==> src/common/cpms_pkg.sv <==
// constants and types shared by the camera power mode supervisor ends
// assumes one 20 MHz clock and a synchronous active-high reset
package cpms_pkg;
  localparam int SW_W   = 8;
  localparam int SEG_W  = 16;
  localparam int PWM_W  = 4;
  localparam int CMD_W  = 4;
  localparam int DATA_W = 16;
  localparam logic [CMD_W-1:0] CMD_CUTOFF  = 4'h1;
  localparam logic [CMD_W-1:0] CMD_SEG     = 4'h2;
  localparam logic [CMD_W-1:0] CMD_BL      = 4'h3;
  localparam logic [CMD_W-1:0] CMD_OV      = 4'h4;
  localparam logic [CMD_W-1:0] CMD_SWREAD  = 4'h5;
  localparam int CLK_HZ         = 20_000_000;
  localparam int RST_DELAY_US   = 100;
  localparam int RST_DELAY_CYC  = RST_DELAY_US * (CLK_HZ / 1_000_000);
  localparam int SUB_DIV        = 610;
  localparam logic [PWM_W-1:0] BL_RESET = 4'h0;
  // apb map for the controller end
  localparam logic [7:0] OFS_CMD    = 8'h00;
  localparam logic [7:0] OFS_STATUS = 8'h04;
  localparam logic [7:0] OFS_SW     = 8'h08;
  typedef enum logic {CPMS_OFF, CPMS_ON} cpms_mode_t;
endpackage

==> src/common/cpms_if.sv <==
// link between supervisor and system controller
// assumes both ends share clk
`timescale 1ns/100ps
interface cpms_if;
  import cpms_pkg::*;
  logic              cmd_valid;
  logic [CMD_W-1:0]  cmd_code;
  logic [DATA_W-1:0] cmd_data;
  logic              sw_event;
  logic [SW_W-1:0]   sw_state;
  logic              sw_ack;
  logic              ctrl_powered;
  modport supervisor(input cmd_valid, cmd_code, cmd_data, sw_ack,
                     output sw_event, sw_state, ctrl_powered);
  modport controller(output cmd_valid, cmd_code, cmd_data, sw_ack,
                     input sw_event, sw_state, ctrl_powered);
endinterface

==> src/verilog/cpms_supervisor.sv <==
// always-powered supervisor: main supply, sleep, switches, display, leds
// assumes inputs synchronous to clk; link commands are one-cycle pulses
`timescale 1ns/100ps
module cpms_supervisor
  import cpms_pkg::*;
(
  input  wire logic       clk,
  input  wire logic       sys_rst,
  cpms_if.supervisor      link,
  input  wire logic [SW_W-1:0] switches,
  input  wire logic       wake_pin,
  input  wire logic       irq_pin,
  input  wire logic       wake_cause,
  input  wire logic       release_seen,
  output logic            main_camera_supply,
  output logic            metering_processor_rst_n,
  output logic            sub_clock_sel,
  output logic [SEG_W-1:0] segments,
  output logic            backlight_led,
  output logic            overlay_pulse
);
  function automatic logic is_cmd(input logic v, input logic [CMD_W-1:0] c,
                                  input logic [CMD_W-1:0] k);
    return v && (c == k);
  endfunction

  cpms_mode_t          mode;
  logic [SW_W-1:0]     sw_last;
  logic                pending;
  logic [31:0]         rst_cnt;
  logic [PWM_W-1:0]    bl_level;
  logic [PWM_W-1:0]    ov_level;
  logic [PWM_W-1:0]    pwm_cnt;
  logic [9:0]          sub_cnt;
  logic                sw_change;
  logic                wake_req;
  logic                cutoff;

  assign sw_change = (switches != sw_last);
  assign cutoff    = is_cmd(link.cmd_valid, link.cmd_code, CMD_CUTOFF);
  assign wake_req  = wake_pin | irq_pin | wake_cause | sw_change;

  //////////////////////////////////////////////////////////////////////
  // power mode; this logic itself is never gated off
  always_ff @(posedge clk) begin
    if (sys_rst) begin
      mode <= CPMS_ON;
    end else begin
      case (mode)
        CPMS_ON:  if (cutoff && !wake_req) mode <= CPMS_OFF;
        CPMS_OFF: if (wake_req) mode <= CPMS_ON;
        default:  mode <= CPMS_ON;
      endcase
    end
  end
  // one enable feeds controller and image processor blocks
  assign main_camera_supply = (mode == CPMS_ON);
  assign link.ctrl_powered  = (mode == CPMS_ON);
  assign sub_clock_sel      = (mode == CPMS_OFF);

  // metering processor held in reset until the supply settles
  always_ff @(posedge clk) begin
    if (sys_rst || mode == CPMS_OFF) begin
      rst_cnt                  <= '0;
      metering_processor_rst_n <= 1'b0;
    end else if (rst_cnt == 32'(RST_DELAY_CYC - 1)) begin
      metering_processor_rst_n <= 1'b1;
    end else begin
      rst_cnt <= rst_cnt + 32'd1;
    end
  end

  //////////////////////////////////////////////////////////////////////
  // switch capture: a change held pending until the controller acks,
  // and a new change while pending just refreshes the snapshot
  always_ff @(posedge clk) begin
    if (sys_rst) begin
      sw_last <= '0;
      pending <= 1'b0;
    end else begin
      sw_last <= switches;
      if (sw_change)
        pending <= 1'b1;
      else if (link.sw_ack)
        pending <= 1'b0;
    end
  end
  always_ff @(posedge clk) begin
    if (sys_rst)
      link.sw_state <= '0;
    else if (sw_change)
      link.sw_state <= switches;
  end
  assign link.sw_event = pending;

  //////////////////////////////////////////////////////////////////////
  // display and led levels; display kept in both modes
  always_ff @(posedge clk) begin
    if (sys_rst) begin
      segments <= '0;
      bl_level <= BL_RESET;
      ov_level <= '0;
    end else begin
      if (is_cmd(link.cmd_valid, link.cmd_code, CMD_SEG))
        segments <= link.cmd_data[SEG_W-1:0];
      if (release_seen)
        bl_level <= '0;
      else if (is_cmd(link.cmd_valid, link.cmd_code, CMD_BL))
        bl_level <= link.cmd_data[PWM_W-1:0];
      if (is_cmd(link.cmd_valid, link.cmd_code, CMD_OV))
        ov_level <= link.cmd_data[PWM_W-1:0];
    end
  end

  // pwm time base; in off mode it steps at sub-clock rate to save power
  always_ff @(posedge clk) begin
    if (sys_rst) begin
      sub_cnt <= '0;
      pwm_cnt <= '0;
    end else if (mode == CPMS_ON || sub_cnt == 10'(SUB_DIV - 1)) begin
      sub_cnt <= '0;
      pwm_cnt <= pwm_cnt + 4'h1;
    end else begin
      sub_cnt <= sub_cnt + 10'd1;
    end
  end
  always_ff @(posedge clk) begin
    if (sys_rst) begin
      backlight_led <= 1'b0;
      overlay_pulse <= 1'b0;
    end else begin
      backlight_led <= !release_seen && (pwm_cnt < bl_level);
      overlay_pulse <= (pwm_cnt < ov_level);
    end
  end
endmodule

==> src/flat_wrapper.sv <==
// flat-port wrapper written by rule: the top's interface ports become plain ports
module cpms_supervisor_flat import cpms_pkg::*;
  (clk, sys_rst, switches, wake_pin, irq_pin, wake_cause, release_seen, main_camera_supply, metering_processor_rst_n, sub_clock_sel, segments, backlight_led, overlay_pulse, link_cmd_valid, link_cmd_code, link_cmd_data, link_sw_ack, link_sw_event, link_sw_state, link_ctrl_powered);
  cpms_if link_i ();
  input  wire logic clk;
  input  wire logic sys_rst;
  input  wire logic [SW_W-1:0] switches;
  input  wire logic wake_pin;
  input  wire logic irq_pin;
  input  wire logic wake_cause;
  input  wire logic release_seen;
  output logic main_camera_supply;
  output logic metering_processor_rst_n;
  output logic sub_clock_sel;
  output logic [SEG_W-1:0] segments;
  output logic backlight_led;
  output logic overlay_pulse;
  input wire logic [$bits(link_i.cmd_valid)-1:0] link_cmd_valid;
  input wire logic [$bits(link_i.cmd_code)-1:0] link_cmd_code;
  input wire logic [$bits(link_i.cmd_data)-1:0] link_cmd_data;
  input wire logic [$bits(link_i.sw_ack)-1:0] link_sw_ack;
  output wire logic [$bits(link_i.sw_event)-1:0] link_sw_event;
  output wire logic [$bits(link_i.sw_state)-1:0] link_sw_state;
  output wire logic [$bits(link_i.ctrl_powered)-1:0] link_ctrl_powered;
  assign link_i.cmd_valid = link_cmd_valid;
  assign link_i.cmd_code = link_cmd_code;
  assign link_i.cmd_data = link_cmd_data;
  assign link_i.sw_ack = link_sw_ack;
  assign link_sw_event = link_i.sw_event;
  assign link_sw_state = link_i.sw_state;
  assign link_ctrl_powered = link_i.ctrl_powered;
  cpms_supervisor u_core (.clk(clk), .sys_rst(sys_rst), .link(link_i), .switches(switches), .wake_pin(wake_pin), .irq_pin(irq_pin), .wake_cause(wake_cause), .release_seen(release_seen), .main_camera_supply(main_camera_supply), .metering_processor_rst_n(metering_processor_rst_n), .sub_clock_sel(sub_clock_sel), .segments(segments), .backlight_led(backlight_led), .overlay_pulse(overlay_pulse));
endmodule
==> config.mk <==
export PLATFORM = sky130hd
export DESIGN_NAME = cpms_supervisor_flat
export DESIGN_NICKNAME = d
export VERILOG_FILES = /design/src/common/cpms_pkg.sv /design/src/common/cpms_if.sv /design/src/verilog/cpms_supervisor.sv /design/src/flat_wrapper.sv
export SDC_FILE = /design/constraint.sdc
export NUM_CORES = 1
export LEC_CHECK = 0
export ABC_AREA = 1
export BUFFER_PORTS_ARGS = -buffer_cell sky130_fd_sc_hd__buf_4
export CAP_MARGIN = 40
export CORE_ASPECT_RATIO = 0.7
export CORE_MARGIN = 2
export CORE_UTILIZATION = 57
export DETAILED_ROUTE_END_ITERATION = 10
export PLACE_DENSITY_LB_ADDON = 0.15
export SLEW_MARGIN = 20
export SYNTH_ARGS = -nofsm -noshare
export SYNTH_HDL_FRONTEND = slang
export SYNTH_SLANG_ARGS = --single-unit
==> constraint.sdc <==
create_clock -name clk -period 1.6 [get_ports clk]
set_input_delay 0.16 -clock clk [delete_from_list [all_inputs] [get_ports clk]]
set_output_delay 0.16 -clock clk [all_outputs]
set_load 0.05 [all_outputs]
==> metrics.txt <==
status finished, final reports clean; Worst-Margin Slew 478.5 ps; CTS tree yes; Unique masters post-synth 33; CTS clk-pin slew, worst paths about 60 ps; Starting Density between 50 and 60%; register share of total power between 40% and 50%; remaining antenna violation count 0; Slew Viols, Final 0; Worst R2R Start u_core.rst_cnt[1]; synth warn 0; PD cells a little over 900 nW/µm²; Synth Net Count just over 700; Logic pwr share under 10%; Post-DP HPWL approximately 8300 µm; CTS buffer count 9; global-route wire length before repair around 18000 µm; Seq/Total Area, Yosys 40.39%; Int Pwr a little under 4 mW; DRT Wirelength between 10000 and 15000 µm; DRC Markers 0; fin crit share between 90% and 100%; wire length per cell 12.86 µm; Worst Hold Path Cells 3; GRT Util Overall 26.71%; reg2reg setup slack between 100 and 150 ps; Sw Pwr between 1 and 1.5 mW; Critical Path End Type flip-flop; commonest non-fill, non-tap cell in the layout nor2_1; clock skew ~3.7 ps; Switching Fraction a little under a quarter; Post-DP Area approximately 5200 µm²; Max-Cap Viols 0; critical path type reg2reg; Area growth, synth to finish 22.14%; Hold EP u_core.link.ctrl_powered; fin util ~71%; Starting DRT DRC Count just under 300; Worst slew margin about two thirds; Final #Nets roughly 800; IO Port Bufs 66; Die Span X about 110 µm; Reg2Reg Depth 9; Startpoint Class flip-flop; hold_sp wake_cause; reg2reg end u_core.rst_cnt[26]; P_leak approximately 2.4 nW; CP arrival approximately 1800 ps; commonest non-fill, non-tap cells in the layout nor2_1 (158), nand2_1 (147), dfxtp_1 (89); Final Cell Area approximately 5500 µm²; Mapped Area roughly 4500 µm²; Final Hold Viols 0; CTS Sinks between 90 and 100; full die area between 8000 and 9000 µm²; post-synthesis cell count between 600 and 700; Post-Syn Area per Cell approximately 6.7 µm²; RSZ-0062 raised after global routing no; HP Class in2reg; die height 78.43 µm; Req. time, crit path about 1900 ps; worst skew pair latency around 340 ps; I/O pin cnt 67; largest net degree at the start of global routing 22; via count between 4000 and 5000; final setup fails 0; Final Power approximately 5 mW; clock root cell clkbuf_16; flops & latches, synth 91; Sum Neg Setup Slack 0 ps; core area ~7800 µm²; RePlAce Congestion around 0.89; vias per inst about 5; drt pass-1 iters 5; Max Freq just under 700 MHz; clock buffer depth 2; H-tree level count 3; initial antenna violation count 0; grt ovf 0; Clk pwr share 43.7%; n_diodes 0; share of cells above drive strength 1 roughly 16%; CP max FO 7; worst vdd ir about 0.78 mV; vias in the first global route 3991; Final min period 1478 ps; Rows 27
==> metal layers <==
layer	part of all wire, %	GRT usage, %
met5	0	0
met4	1.6	8.875
met3	6.3	6.229
met2	45	41.72
met1	47	36.37
==> cells by family (layout without fill, tap and decap cells) <==
| group | after synthesis | after routing | share of synthesized area [%] |
|---|---|---|---|
| xor+xnor | 13 | 13 | 2.524 |
| flops | 91 | 91 | 40.39 |
| compound gates | 75 | 75 | 8.405 |
| fa+ha+maj | 10 | 10 | 2.774 |
| simple gates | 391 | 391 | 37.92 |
| buf+inv | 93 | 175 | 7.989 |
==> final cells by class <==
type	instances	area (µm²)
multi-input cells	489	2349
inverters	83	311.5
clock buffers	11	232.7
repair buffers	78	600.6
well taps	101	126.4
fillers	638	2261
clock inverters	3	65.06
flip-flops and latches	91	1824
==> per-stage QoR <==
stage	setup WS (ps)	hold WS, ps	cells
after floorplan	160.1	235.9	673
after global placement	205.2	334.9	839
after detailed placement	87.61	345.4	839
after CTS	76.64	23.70	854
after global routing	28.02	25.11	856
final	122.1	26.50	856
==> power by group through the flow <==
stage / clock network [mW] / logic (mW) / registers, mW
5_1_grt: 2.31 / 0.515 / 2.36
4_1_cts: 2.22 / 0.468 / 2.36
3_3_place_gp: 0 / 0.444 / 2.40
3_5_place_dp: 0 / 0.463 / 2.41
2_1_floorplan: 0 / 0.190 / 2.49
6_report: 2.19 / 0.467 / 2.36
==> Yosys cell counts <==
library cell / number / share of area (%)
a21oi_1: 37 / 4.1
nor2_8: 1 / 0.44
inv_2: 3 / 0.25
clkinv_1: 1 / 0.083
nand2_1: 148 / 12
nand3_1: 45 / 5.0
buf_4: 2 / 0.33
xnor2_1: 7 / 1.4
nor3b_1: 3 / 0.50
clkbuf_1: 2 / 0.17
o21bai_1: 1 / 0.17
o21ai_0: 35 / 3.9
nand2_2: 6 / 0.83
nor4_1: 1 / 0.14
ha_1: 10 / 2.8
nor3_1: 5 / 0.55
buf_2: 3 / 0.33
and2_1: 1 / 0.14
xor2_1: 6 / 1.2
nand3_2: 1 / 0.22
nor2_1: 159 / 13
nand2_4: 1 / 0.25
nor2_2: 2 / 0.28
buf_1: 3 / 0.25
nand4_1: 5 / 0.69
nor2_4: 9 / 2.2
a31oi_1: 1 / 0.14
nand3b_1: 1 / 0.17
nand3_4: 2 / 0.78
inv_1: 79 / 6.6
o21ai_1: 1 / 0.11
dfxtp_1: 91 / 40
or2_2: 1 / 0.14
==> state kept, by name (all words and copies together) (netlist names) <==
signal	cells
u_core.link.sw_event	1
u_core.segments	16
u_core.sw_last	8
u_core.metering_processor_rst_n	1
u_core.rst_cnt	32
u_core.link.sw_state	8
u_core.bl_level	4
u_core.ov_level	4
u_core.overlay_pulse	1
u_core.sub_cnt	10
u_core.backlight_led	1
u_core.link.ctrl_powered	1
u_core.pwm_cnt	4
==> how the worst max path moves through the flow <==
stage	from	endpoint	slack [ps]
2_1_floorplan	u_core.link.ctrl_powered	u_core.rst_cnt[28]	160
3_3_place_gp	u_core.rst_cnt[1]	u_core.rst_cnt[22]	210
3_5_place_dp	u_core.rst_cnt[1]	u_core.rst_cnt[26]	90
4_1_cts	u_core.rst_cnt[1]	u_core.rst_cnt[26]	80
5_1_grt	u_core.rst_cnt[0]	u_core.rst_cnt[26]	30
6_report	u_core.rst_cnt[1]	u_core.rst_cnt[26]	120
==> critical path, stage by stage (launching register included) <==
cell and delay (ps):
dfxtp_2 360, ha_2 230, nand3_4 130, nor2_4 210, nand2_4 100, nor2_8 130
nand2_1 70, nand2_1 60, nand2_1 50, nor2_1 70
==> timing repair <==
| action | 4_1_cts | 5_1_grt |
|---|---|---|
| setup buffers | 0 | 2 |
| gates resized for setup | 0 | 6 |
| hold buffers | 1 | 0 |
| endpoints found under the setup margin | 0 | 8 |
| hold endpoints to repair | 1 | 0 |
Note: power is estimated with default switching activity, not from simulation.
